`src/include/hit_ctrl_pkg.sv`:
```
// Purpose: Shared constants for the hit input control block.
// Assumes: One 250 MHz clock; reference clock arrives as a pin input.
// Notes:   Register offsets are byte addresses on the plain register port.
//
// Summary of operation
// - Start edge falling when option set, else rising.
// - Stop one edge falling when option set.
// - Stop one both-edges option counts every transition.
// - Stop two edge falling when option set.
// - Stop two both-edges option counts every transition.
// - Default start gate pin is high-active start enable.
// - Direction function drives high during upstream run.
// - Clock function drives reference divided by eight.
// - Default fire return pin is sing-around input.
// - Window function drives the stop acceptance window.
// - Comparator function routes comparator to pin.
// - Reference function drives reference clock out.
// - Oscillator calibration counts over reference periods.
// - Converter calibration runs and result is readable.
// - Single command runs exactly one sequence.
// - Up/down command runs two sequences, both directions.
// - First three stop one hits each masked separately.
// - Up/down starts downstream when downstream fire chosen.
package hit_ctrl_pkg;
   localparam logic [7:0] ADDR_EDGE   = 8'h00;  // Edge options.
   localparam logic [7:0] ADDR_DIAG   = 8'h04;  // Pin function selects.
   localparam logic [7:0] ADDR_DELAY1 = 8'h08;  // First hit mask delay.
   localparam logic [7:0] ADDR_DELAY2 = 8'h0C;  // Second hit mask delay.
   localparam logic [7:0] ADDR_DELAY3 = 8'h10;  // Third hit mask delay.
   localparam logic [7:0] ADDR_CALCNT = 8'h14;  // Reference periods for calibration.
   localparam logic [7:0] ADDR_CMD    = 8'h18;  // Command strobes, write only.
   localparam logic [7:0] ADDR_STATUS = 8'h1C;  // Busy, direction, hit counts.
   localparam logic [7:0] ADDR_OSCRES = 8'h20;  // Oscillator calibration result.
   localparam logic [7:0] ADDR_CNVRES = 8'h24;  // Converter calibration result.
   localparam int EDGE_START_FALL = 0;  // Edge register bit positions.
   localparam int EDGE_S1_FALL    = 1;
   localparam int EDGE_S1_BOTH    = 2;
   localparam int EDGE_S2_FALL    = 3;
   localparam int EDGE_S2_BOTH    = 4;
   localparam int DIAG_GATE_LSB   = 0;  // Start gate function field.
   localparam int DIAG_FIRE_LSB   = 2;  // Fire return function field.
   localparam int CMD_OSC_CAL     = 0;  // Command bit positions.
   localparam int CMD_CNV_CAL     = 1;
   localparam int CMD_TOF_SINGLE  = 2;
   localparam int CMD_TOF_UPDOWN  = 3;
   localparam int CMD_FIRE_DOWN   = 4;  // Direction choice for up/down.
   localparam int REF_DIV_HALF    = 4;  // Reference edges per half period of /8 clock.
   localparam logic [31:0] ZERO32 = 32'h0000_0000;
   typedef enum logic [1:0] {
      GATE_START_ENABLE = 2'b00,
      GATE_DIRECTION    = 2'b01,
      GATE_REF_DIV8     = 2'b10
   } start_gate_pin_function_e;
   typedef enum logic [1:0] {
      FIRE_SING_AROUND  = 2'b00,
      FIRE_STOP_WINDOW  = 2'b01,
      FIRE_COMPARATOR   = 2'b10,
      FIRE_REF_CLOCK    = 2'b11
   } fire_return_pin_function_e;
   typedef enum logic [2:0] {
      ST_IDLE    = 3'b000,
      ST_OSC_CAL = 3'b001,
      ST_CNV_CAL = 3'b010,
      ST_TOF_RUN = 3'b011
   } seq_state_e;
endpackage

```
`src/rtl/tdc_hit_input_control.sv`:
```
// Purpose: Edge selection, stop masking, diagnostic pins and run sequencing.
// Assumes: Pin inputs are asynchronous and pass a three-stage synchroniser.
// Notes:   Times are counted in 4 ns clock cycles; the converter core is outside.
`timescale 1ns/1ns
module tdc_hit_input_control
   import hit_ctrl_pkg::*;
#(
   parameter int DW = 16,               // Width of delay, count and converter result fields.
   parameter int CNV_CAL_CYCLES = 64    // Length of a converter calibration run.
) (
   input  wire logic          mclk_i,            // 250 MHz clock.
   input  wire logic          reset_n_i,         // Synchronous reset, active low.
   input  wire logic [7:0]    addr_i,            // Register byte address.
   input  wire logic [31:0]   wdata_i,           // Write data.
   input  wire logic          wr_i,              // Write strobe.
   input  wire logic          rd_i,              // Read strobe.
   output logic      [31:0]   rdata_o,           // Read data, cycle after strobe.
   input  wire logic          start_pin_i,       // Start pulse input.
   input  wire logic          stop_channel_one_i,// Stop channel one input.
   input  wire logic          stop_channel_two_i,// Stop channel two input.
   input  wire logic          ref_clk_i,         // 32,768 Hz reference pin.
   input  wire logic          comparator_i,      // Internal comparator output.
   input  wire logic          gate_pin_i,        // Start gate pin level in.
   output logic               gate_pin_o,        // Start gate pin drive.
   output logic               gate_pin_oe_o,     // Start gate pin enable.
   input  wire logic          fire_pin_i,        // Fire return pin level in.
   output logic               fire_pin_o,        // Fire return pin drive.
   output logic               fire_pin_oe_o,     // Fire return pin enable.
   output logic               sing_around_o,     // Synchronised sing-around input.
   output logic               start_event_o,     // Accepted start pulse.
   output logic               stop_channel_one_hit_o,       // Accepted stop one hit pulse.
   output logic               stop_channel_two_hit_o        // Accepted stop two hit pulse.
);

////////////////////////////////////////////////////////////////////////////////
// Input synchronisers: three stages, change counts when stages two and three agree.
   localparam int NIN = 6;
   logic [NIN-1:0] pin_raw;   // Raw pin levels.
   logic [NIN-1:0] pin_lvl;   // Filtered levels.
   logic [NIN-1:0] pin_prev;  // Filtered levels one cycle earlier.
   assign pin_raw = {fire_pin_i, gate_pin_i, ref_clk_i,
                     stop_channel_two_i, stop_channel_one_i, start_pin_i};
   genvar g;
   generate
      for (g = 0; g < NIN; g++) begin : g_sync
         logic [2:0] sh_q;   // Stage one is read only by stage two.
         logic [2:0] sh_d;
         logic       lv_q;   // Accepted level.
         logic       lv_d;
         logic       pv_q;   // Accepted level delayed.
         logic       pv_d;
         always_comb begin
            sh_d = {sh_q[1:0], pin_raw[g]};
            lv_d = (sh_q[1] == sh_q[2]) ? sh_q[2] : lv_q;
            pv_d = lv_q;
         end
         always_ff @(posedge mclk_i) begin
            if (!reset_n_i) begin
               sh_q <= 3'h0;
               lv_q <= 1'b0;
               pv_q <= 1'b0;
            end else begin
               sh_q <= sh_d;
               lv_q <= lv_d;
               pv_q <= pv_d;
            end
         end
         assign pin_lvl[g]  = lv_q;
         assign pin_prev[g] = pv_q;
      end
   endgenerate
   logic [NIN-1:0] rise;   // Rising edges of filtered levels.
   logic [NIN-1:0] fall;   // Falling edges of filtered levels.
   assign rise = pin_lvl & ~pin_prev;
   assign fall = ~pin_lvl & pin_prev;

////////////////////////////////////////////////////////////////////////////////
// Configuration registers.
   logic [4:0]    edge_q, edge_d;         // Edge options.
   logic [3:0]    diag_q, diag_d;         // Pin function fields.
   logic [DW-1:0] dly_q [3];              // Stop mask delays, first to third.
   logic [DW-1:0] dly_d [3];
   logic [DW-1:0] calcnt_q, calcnt_d;     // Reference periods for oscillator cal.
   logic          fire_down_q, fire_down_d; // Up/down begins downstream.
   start_gate_pin_function_e  gate_fn;
   fire_return_pin_function_e fire_fn;
   assign gate_fn = start_gate_pin_function_e'(diag_q[DIAG_GATE_LSB +: 2]);
   assign fire_fn = fire_return_pin_function_e'(diag_q[DIAG_FIRE_LSB +: 2]);
   logic cmd_wr;   // Write to command register.
   assign cmd_wr = wr_i && (addr_i == ADDR_CMD);

   // Register writes; unmapped addresses are ignored.
   always_comb begin
      edge_d = edge_q;
      diag_d = diag_q;
      dly_d = dly_q;
      calcnt_d = calcnt_q;
      fire_down_d = fire_down_q;
      if (wr_i) begin
         case (addr_i)
            ADDR_EDGE:   edge_d = wdata_i[4:0];
            ADDR_DIAG:   diag_d = wdata_i[3:0];
            ADDR_DELAY1: dly_d[0] = wdata_i[DW-1:0];
            ADDR_DELAY2: dly_d[1] = wdata_i[DW-1:0];
            ADDR_DELAY3: dly_d[2] = wdata_i[DW-1:0];
            ADDR_CALCNT: calcnt_d = wdata_i[DW-1:0];
            ADDR_CMD:    fire_down_d = wdata_i[CMD_FIRE_DOWN];
            default:     edge_d = edge_q;
         endcase
      end
   end
   always_ff @(posedge mclk_i) begin
      if (!reset_n_i) begin
         edge_q <= 5'h00;
         diag_q <= 4'h0;          // Zero selects both default input functions.
         dly_q <= '{default: '0};
         calcnt_q <= '0;
         fire_down_q <= 1'b0;
      end else begin
         edge_q <= edge_d;
         diag_q <= diag_d;
         dly_q <= dly_d;
         calcnt_q <= calcnt_d;
         fire_down_q <= fire_down_d;
      end
   end

////////////////////////////////////////////////////////////////////////////////
// Edge selection. The gate pin enables start only in its default function.
   logic start_edge, s1_edge, s2_edge, gate_ok;
   assign gate_ok    = (gate_fn != GATE_START_ENABLE) || pin_lvl[4];
   assign start_edge = edge_q[EDGE_START_FALL] ? fall[0] : rise[0];
   assign s1_edge = edge_q[EDGE_S1_BOTH] ? (rise[1] | fall[1]) :
                    (edge_q[EDGE_S1_FALL] ? fall[1] : rise[1]);
   assign s2_edge = edge_q[EDGE_S2_BOTH] ? (rise[2] | fall[2]) :
                    (edge_q[EDGE_S2_FALL] ? fall[2] : rise[2]);

////////////////////////////////////////////////////////////////////////////////
// Sequencer for calibration and flight-time runs.
   seq_state_e    st_q, st_d;
   logic [DW-1:0] cnt_q, cnt_d;        // Reference periods or calibration cycles.
   logic [31:0]   osc_q, osc_d;        // Fast cycles over the reference window.
   logic [DW-1:0] cnv_q, cnv_d;        // Converter calibration result.
   logic          armed_q, armed_d;    // Start accepted, stops being timed.
   logic [DW-1:0] el_q, el_d;          // Cycles since accepted start.
   logic [1:0]    hits_q, hits_d;      // Stop one hits in this run.
   logic [1:0]    s2cnt_q, s2cnt_d;    // Stop two hits in this run.
   logic          pass_q, pass_d;      // Second pass of an up/down run pending.
   logic          up_q, up_d;          // Current run is upstream.
   logic          win;                 // Stop acceptance window.
   logic [DW-1:0] cur_dly;
   assign cur_dly = dly_q[(hits_q > 2'd2) ? 2'd2 : hits_q];
   // Each hit waits for its own delay measured from the start.
   assign win = armed_q && (hits_q < 2'd3) && (el_q >= cur_dly);
   assign start_event_o = (st_q == ST_TOF_RUN) && !armed_q && start_edge && gate_ok;
   assign stop_channel_one_hit_o   = win && s1_edge;
   assign stop_channel_two_hit_o   = armed_q && s2_edge;

   always_comb begin
      st_d = st_q; cnt_d = cnt_q; osc_d = osc_q; cnv_d = cnv_q;
      armed_d = armed_q; el_d = el_q; hits_d = hits_q;
      s2cnt_d = s2cnt_q; pass_d = pass_q; up_d = up_q;
      case (st_q)
         ST_IDLE: begin
            if (cmd_wr && wdata_i[CMD_OSC_CAL]) begin
               st_d = ST_OSC_CAL; cnt_d = '0; osc_d = ZERO32;
            end else if (cmd_wr && wdata_i[CMD_CNV_CAL]) begin
               st_d = ST_CNV_CAL; cnt_d = '0;
            end else if (cmd_wr && (wdata_i[CMD_TOF_SINGLE] || wdata_i[CMD_TOF_UPDOWN])) begin
               st_d = ST_TOF_RUN; armed_d = 1'b0; hits_d = 2'd0; s2cnt_d = 2'd0;
               pass_d = wdata_i[CMD_TOF_UPDOWN] && !wdata_i[CMD_TOF_SINGLE];
               up_d = !(wdata_i[CMD_TOF_UPDOWN] && wdata_i[CMD_FIRE_DOWN]);
            end
         end
         ST_OSC_CAL: begin
            // Counting opens at the first reference rise, so only whole reference
            // periods are measured, whatever the phase of the command write.
            if (cnt_q != '0) osc_d = osc_q + 32'd1;
            if (rise[3]) begin
               cnt_d = cnt_q + 1'b1;
               if (cnt_q >= calcnt_q) st_d = ST_IDLE;
            end
         end
         ST_CNV_CAL: begin
            cnt_d = cnt_q + 1'b1;
            if (cnt_q == DW'(CNV_CAL_CYCLES - 1)) begin
               cnv_d = cnt_q + 1'b1;
               st_d = ST_IDLE;
            end
         end
         ST_TOF_RUN: begin
            if (start_event_o) begin
               armed_d = 1'b1; el_d = '0;
            end else if (armed_q) begin
               el_d = (el_q == '1) ? el_q : el_q + 1'b1;
               if (stop_channel_one_hit_o) hits_d = hits_q + 2'd1;
               if (stop_channel_two_hit_o && s2cnt_q != 2'd3) s2cnt_d = s2cnt_q + 2'd1;
               // A pass ends at the third hit or when time runs out.
               if (hits_d == 2'd3 || el_q == '1) begin
                  armed_d = 1'b0; hits_d = 2'd0; s2cnt_d = 2'd0;
                  if (pass_q) begin
                     pass_d = 1'b0; up_d = !up_q;
                  end else begin
                     st_d = ST_IDLE;
                  end
               end
            end
         end
         default: st_d = ST_IDLE;
      endcase
   end
   always_ff @(posedge mclk_i) begin
      if (!reset_n_i) begin
         st_q <= ST_IDLE; cnt_q <= '0; osc_q <= ZERO32; cnv_q <= '0;
         armed_q <= 1'b0; el_q <= '0; hits_q <= 2'd0; s2cnt_q <= 2'd0;
         pass_q <= 1'b0; up_q <= 1'b0;
      end else begin
         st_q <= st_d; cnt_q <= cnt_d; osc_q <= osc_d; cnv_q <= cnv_d;
         armed_q <= armed_d; el_q <= el_d; hits_q <= hits_d; s2cnt_q <= s2cnt_d;
         pass_q <= pass_d; up_q <= up_d;
      end
   end

////////////////////////////////////////////////////////////////////////////////
// Diagnostic pins, registered so the pins never glitch.
   logic [1:0] div_q, div_d;    // Reference edges within a half period.
   logic       ck4_q, ck4_d;    // Reference divided by eight.
   logic       gpo_q, gpo_d, gpe_q, gpe_d, fpo_q, fpo_d, fpe_q, fpe_d, sa_q, sa_d;
   always_comb begin
      div_d = div_q; ck4_d = ck4_q;
      if (rise[3]) begin
         div_d = (div_q == 2'(REF_DIV_HALF - 1)) ? 2'd0 : div_q + 2'd1;
         if (div_q == 2'(REF_DIV_HALF - 1)) ck4_d = !ck4_q;
      end
      gpe_d = (gate_fn == GATE_DIRECTION) || (gate_fn == GATE_REF_DIV8);
      case (gate_fn)
         GATE_DIRECTION: gpo_d = (st_q == ST_TOF_RUN) && up_q;
         GATE_REF_DIV8:  gpo_d = ck4_q;
         default:        gpo_d = 1'b0;
      endcase
      fpe_d = (fire_fn != FIRE_SING_AROUND);
      case (fire_fn)
         FIRE_STOP_WINDOW: fpo_d = win;
         FIRE_COMPARATOR:  fpo_d = comparator_i;
         FIRE_REF_CLOCK:   fpo_d = pin_lvl[3];
         default:          fpo_d = 1'b0;
      endcase
      sa_d = (fire_fn == FIRE_SING_AROUND) && pin_lvl[5];
   end
   always_ff @(posedge mclk_i) begin
      if (!reset_n_i) begin
         div_q <= 2'd0; ck4_q <= 1'b0; gpo_q <= 1'b0; gpe_q <= 1'b0;
         fpo_q <= 1'b0; fpe_q <= 1'b0; sa_q <= 1'b0;
      end else begin
         div_q <= div_d; ck4_q <= ck4_d; gpo_q <= gpo_d; gpe_q <= gpe_d;
         fpo_q <= fpo_d; fpe_q <= fpe_d; sa_q <= sa_d;
      end
   end
   assign gate_pin_o = gpo_q;
   assign gate_pin_oe_o = gpe_q;
   assign fire_pin_o = fpo_q;
   assign fire_pin_oe_o = fpe_q;
   assign sing_around_o = sa_q;

////////////////////////////////////////////////////////////////////////////////
// Read port: data stand in the cycle after the strobe only.
   logic [31:0] rd_q, rd_d;
   always_comb begin
      rd_d = ZERO32;
      if (rd_i) begin
         case (addr_i)
            ADDR_EDGE:   rd_d = {27'h0, edge_q};
            ADDR_DIAG:   rd_d = {28'h0, diag_q};
            ADDR_DELAY1: rd_d = 32'(dly_q[0]);
            ADDR_DELAY2: rd_d = 32'(dly_q[1]);
            ADDR_DELAY3: rd_d = 32'(dly_q[2]);
            ADDR_CALCNT: rd_d = 32'(calcnt_q);
            ADDR_STATUS: rd_d = {23'h0, s2cnt_q, hits_q, up_q, armed_q, st_q};
            ADDR_OSCRES: rd_d = osc_q;
            ADDR_CNVRES: rd_d = 32'(cnv_q);
            default:     rd_d = ZERO32;
         endcase
      end
   end
   always_ff @(posedge mclk_i) begin
      if (!reset_n_i) rd_q <= ZERO32;
      else rd_q <= rd_d;
   end
   assign rdata_o = rd_q;

////////////////////////////////////////////////////////////////////////////////
// Checks.
   property p_gate_default;
      @(posedge mclk_i) disable iff (!reset_n_i)
      (gate_fn == GATE_START_ENABLE) && $stable(gate_fn) |=> !gate_pin_oe_o;
   endproperty
   a_gate_default: assert property (p_gate_default) else $error("gate pin driven");
   property p_dir;
      @(posedge mclk_i) disable iff (!reset_n_i)
      (gate_fn == GATE_DIRECTION) |=> gate_pin_o == ($past(st_q) == ST_TOF_RUN && $past(up_q));
   endproperty
   a_dir: assert property (p_dir) else $error("direction pin wrong");
   property p_win;
      @(posedge mclk_i) disable iff (!reset_n_i)
      stop_channel_one_hit_o |-> armed_q && el_q >= cur_dly;
   endproperty
   a_win: assert property (p_win) else $error("stop hit inside mask");
   property p_fire_win;
      @(posedge mclk_i) disable iff (!reset_n_i)
      (fire_fn == FIRE_STOP_WINDOW) |=> fire_pin_o == $past(win);
   endproperty
   a_fire_win: assert property (p_fire_win) else $error("window pin wrong");
   property p_cmp;
      @(posedge mclk_i) disable iff (!reset_n_i)
      (fire_fn == FIRE_COMPARATOR) |=> fire_pin_o == $past(comparator_i);
   endproperty
   a_cmp: assert property (p_cmp) else $error("comparator pin wrong");
   property p_sa;
      @(posedge mclk_i) disable iff (!reset_n_i)
      (fire_fn == FIRE_SING_AROUND) && $stable(fire_fn) |=> !fire_pin_oe_o;
   endproperty
   a_sa: assert property (p_sa) else $error("fire pin driven");
   property p_cnv;
      @(posedge mclk_i) disable iff (!reset_n_i)
      (st_q == ST_IDLE) && cmd_wr && wdata_i[CMD_CNV_CAL] && !wdata_i[CMD_OSC_CAL]
      |=> (st_q == ST_CNV_CAL) [*8];
   endproperty
   a_cnv: assert property (p_cnv) else $error("calibration run cut short");
   property p_fall;
      @(posedge mclk_i) disable iff (!reset_n_i)
      start_event_o |-> (edge_q[EDGE_START_FALL] ? fall[0] : rise[0]) && gate_ok;
   endproperty
   a_fall: assert property (p_fall) else $error("start on wrong edge");
   property p_ref_out;
      @(posedge mclk_i) disable iff (!reset_n_i)
      (fire_fn == FIRE_REF_CLOCK) |=> fire_pin_o == $past(pin_lvl[3]);
   endproperty
   a_ref_out: assert property (p_ref_out) else $error("reference pin wrong");
   // A stop edge that arrives while its mask is still closed.
   c_mask:   cover property (@(posedge mclk_i) armed_q && !win && s1_edge);
   c_updown: cover property (@(posedge mclk_i) pass_q ##1 !pass_q && st_q == ST_TOF_RUN);
   c_three:  cover property (@(posedge mclk_i) stop_channel_one_hit_o && hits_q == 2'd2);
   c_osc:    cover property (@(posedge mclk_i) st_q == ST_OSC_CAL ##1 st_q == ST_IDLE);
endmodule

```
`config.mk`:
```
export PLATFORM = sky130hd
export DESIGN_NAME = tdc_hit_input_control
export DESIGN_NICKNAME = d
export VERILOG_FILES = /design/src/include/hit_ctrl_pkg.sv /design/src/rtl/tdc_hit_input_control.sv
export SDC_FILE = /design/constraint.sdc
export NUM_CORES = 1
export LEC_CHECK = 0
export ABC_AREA = 1
export BUFFER_PORTS_ARGS = -buffer_cell sky130_fd_sc_hd__buf_2
export CELL_PAD_IN_SITES_DETAIL_PLACEMENT = 2
export CELL_PAD_IN_SITES_GLOBAL_PLACEMENT = 2
export CORE_MARGIN = 2
export CORE_UTILIZATION = 30
export DETAILED_ROUTE_END_ITERATION = 6
export HOLD_SLACK_MARGIN = 0.06
export PLACE_DENSITY = 0.81
export SYNTH_ARGS = -nofsm -noshare
export SYNTH_HDL_FRONTEND = slang
export SYNTH_SLANG_ARGS = --single-unit
```
`constraint.sdc`:
```
create_clock -name mclk_i -period 6.7 [get_ports mclk_i]
set_input_delay 0.67 -clock mclk_i [delete_from_list [all_inputs] [get_ports mclk_i]]
set_output_delay 0.67 -clock mclk_i [all_outputs]
set_load 0.03 [all_outputs]
```
==> qor.txt <==
Die Y - 198 um
Slowest CP cell - inv_1
Hold Violations, Final - 0
Area Growth Syn to Fin - 16.0%
Port bufs - 74
Post-layout nets - 1694
DR top layer - met4
Fraction of registers with async set/reset - 0
Root Driver - clkbuf_16
Hold-fix buffers, CTS - 0
Cell type with the largest total area after synthesis - dfxtp_1
Synth Instances - 1533
Initial Util - 0.303
DR DRC count - 0
GRT Util Overall - 0.215
Sequential fraction of the synthesis area - 0.406
Synth area leaders - dfxtp_1, nand2_1, a21oi_1
Fmax achieved - 0.200 GHz
# diodes - 0
Final TNS setup - 0 ns
CTS tree - yes
Worst EP required - 6.03 ns
Cell with the most instances after synthesis - nand2_1
CP Capture Type - output pin
Most used cell, CP - nand2_1
Met1 Wirelength - 18400 um
Initial antenna violation count - 0
HP Class - input port to register
Yosys reg bits - 230
Met2 wire length - 20400 um
WS Path Type - register to output pin
Sinks on Clock Net - 230
Post CTS Setup Buffer Count - 0
Final Cycle Share - 0.747
Setup WS pre-CTS - 2.29 ns
Worst setup margin - 1.69 ns
Synth Warn # - 0
Crit path max-delay family - buffers and inverters
Routed Antenna Nets - 0
WL/cell - 19.6 um
Synthesized area per cell - 7.39 um2
Crit-path cells - inv_1 > ha_1 > buf_4 > inv_1 > o21ai_0 > a21oi_1 > a31oi_1 > ha_1 > nand2_1 > nor2_1 > nor2_1 > nand2_1 > nand2_1 > nand2_1 > nand2_1 > nand2_1 > nand3_1 > inv_1 > buf_2
Ys flop type - dfxtp_1
Clk_skew - 0.0148 ns
Dpl hpwl - 30000 um
Post-synth EDFFs - 0
Slew Viols, Final - 0
Outcome - finished clean
Htree depth - 1
Die extent in x - 198 um
RSZ-0062 raised after global routing - false
Via count - 11000
Leak pwr - 0.00522 uW
Initial DRC count - 414
Io pins - 91
Pwr/cell area - 287 mW/mm2
Min cycle time layout - 5.01 ns
FP Rows - 71
Grt total ovfl - 0
Placer Congestion - 0.806
Share of layout cells above drive strength 1 - 0.111
Mapped Area - 0.0113 mm2
Synth top area share - 0.406
Post-Syn Nets - 1635
First-pass GRT wire length - 66300 um
Bufs on Longest Clock Path - 3
Pre-antenna DRT Iters - 4
Routed WL - 41600 um
# setup viols final - 0
Clk_lat worst skew - 0.57 ns
Synth cell types - 55
Vias per cell - 5.18
Peak supply drop - 0.217 mV
Worst slew pin tran - 1.19 ns
Max-cap violation count - 0
Core ar. - 0.0374 mm2
CTS clk-pin slew, worst paths - 0.06 ns
Worst path buffer plus inverter count - 5
Maximum number of pins on one net before global-route repair - 79
Vias in the first global route - 12100
Die area - 0.0393 mm2
Post_cts resized - 0
Num CTS Buffers - 29
Worst EP arrival - 4.34 ns
Worst-path fanout max - 34
Slowest Stage Delay on Critical Path - 0.81 ns
Startpoint Class - register
Max-slew headroom - 0.203
Post-synth top cells - nand2_1, dfxtp_1, inv_1
Metal3 WL - 1440 um
==> worst paths after layout <==
| path | slack, ns | depth (start not counted) | to | from |
|---|---|---|---|---|
| worst max-delay path | 1.69 | 19 | stop_channel_one_hit_o | hits_q[1]$_SDFFE_PN0P_ |
| worst min register to register | 0.41 | 2 | g_sync[3].sh_q[1]$_SDFF_PN0_ | g_sync[3].sh_q[0]$_SDFF_PN0_ |
| worst min-delay path | 0.29 | 3 | g_sync[4].sh_q[0]$_SDFF_PN0_ | gate_pin_i |
| worst max register to register | 2.36 | 24 | s2cnt_q[1]$_SDFFE_PN0P_ | hits_q[1]$_SDFFE_PN0P_ |
==> per-stage QoR <==
| stage | util | hold WS (ns) | instances | power [uW] | area (um2) |
|---|---|---|---|---|---|
| after floorplan | - | 0.390 | 1533 | 1950 | 11300 |
| after global placement | 0.325 | 0.396 | 2072 | 2140 | 12200 |
| after detailed placement | 0.325 | 0.409 | 2072 | 2190 | 12200 |
| after CTS | 0.351 | 0.267 | 2124 | 3820 | 13100 |
| after global routing | 0.351 | 0.288 | 2124 | 3960 | 13100 |
| final | 0.351 | 0.289 | 2124 | 3770 | 13100 |
==> placed cells by master, fill, tap and decap left out, types with 5 or more instances in the layout <==
master | netlist | final
nand2_1 | 239 | 239
dfxtp_1 | 230 | 230
inv_1 | 207 | 207
nor2_1 | 165 | 162
a21oi_1 | 160 | 160
o21ai_0 | 94 | 94
buf_2 | 15 | 74
nor3_1 | 59 | 59
ha_1 | 51 | 51
nand3_1 | 40 | 40
a211oi_1 | 39 | 39
xor2_1 | 29 | 29
clkbuf_16 | 0 | 29
nand4_1 | 22 | 22
o22ai_1 | 21 | 21
nor4_1 | 13 | 13
a31oi_1 | 10 | 10
nor2_2 | 6 | 9
buf_4 | 1 | 9
clkinv_2 | 1 | 8
nand2_2 | 7 | 7
clkbuf_8 | 0 | 7
inv_2 | 6 | 6
a32oi_1 | 5 | 5
nor2_4 | 5 | 5
nand2_4 | 5 | 5
o21bai_1 | 5 | 5
clkbuf_1 | 30 | 5
==> worst register-to-register path: stages, from the launching register on <==
cell and delay (ns):
dfxtp_1 0.41, inv_1 0.13, ha_1 0.21, buf_4 0.20, inv_1 0.82, o21ai_0 0.17, a21oi_1 0.17, a31oi_1 0.07
ha_1 0.33, nand2_1 0.07, nor2_1 0.12, nor2_1 0.05, nand2_1 0.07, nand2_1 0.06, nand2_1 0.07, nand2_1 0.05
nand2_1 0.22, nand3_1 0.22, nand2_1 0.11, nand2_1 0.08, nand2_1 0.10, nand2_2 0.14, nand2_1 0.16, nand3_1 0.10
a21oi_2 0.14
==> sequential cells by signal (all words and copies together) (netlist names), 2 cells and up <==
| signal | flops |
|---|---|
| diag_q | 4 |
| calcnt_q | 16 |
| div_q | 2 |
| hits_q | 2 |
| rdata_o | 32 |
| cnt_q | 16 |
| g_sync.pv_q | 4 |
| osc_q | 32 |
| dly_q | 48 |
| g_sync.sh_q | 18 |
| cnv_q | 16 |
| el_q | 16 |
| s2cnt_q | 2 |
| edge_q | 5 |
| st_q | 2 |
| g_sync.lv_q | 6 |
==> per-layer routing <==
metal	GRT usage	up-vias
met3	0.0276	70
li1	-	5224
met1	0.264	5528
met5	0	-
met4	0.0716	0
met2	0.388	188
==> kinds of logic after synthesis <==
logic type / after synthesis / synth area share
adder cells (fa/ha/maj): 52 / 0.0572
buffers and inverters: 274 / 0.0950
AO/OA/AOI/OAI: 370 / 0.188
flip-flops: 230 / 0.406
XOR/XNOR: 33 / 0.0255
AND/OR/NAND/NOR: 572 / 0.226
multiplexers: 2 / 0.00177
==> layout make-up <==
class	count	area (um2)
clock buffers	41	841
clock inverters	11	138
fillers	4382	24300
inverters	219	825
multi-input cells	1029	5660
flip-flops and latches	230	4600
well taps	511	639
repair buffers	83	438
==> report_power, final <==
| group | total [uW] | switching [uW] | internal, uW |
|---|---|---|---|
| Sequential | 1410 | 20.0 | 1390 |
| Clock | 1620 | 634 | 983 |
| Combinational | 744 | 551 | 193 |
No activity file was read; power rests on OpenSTA's default activity.
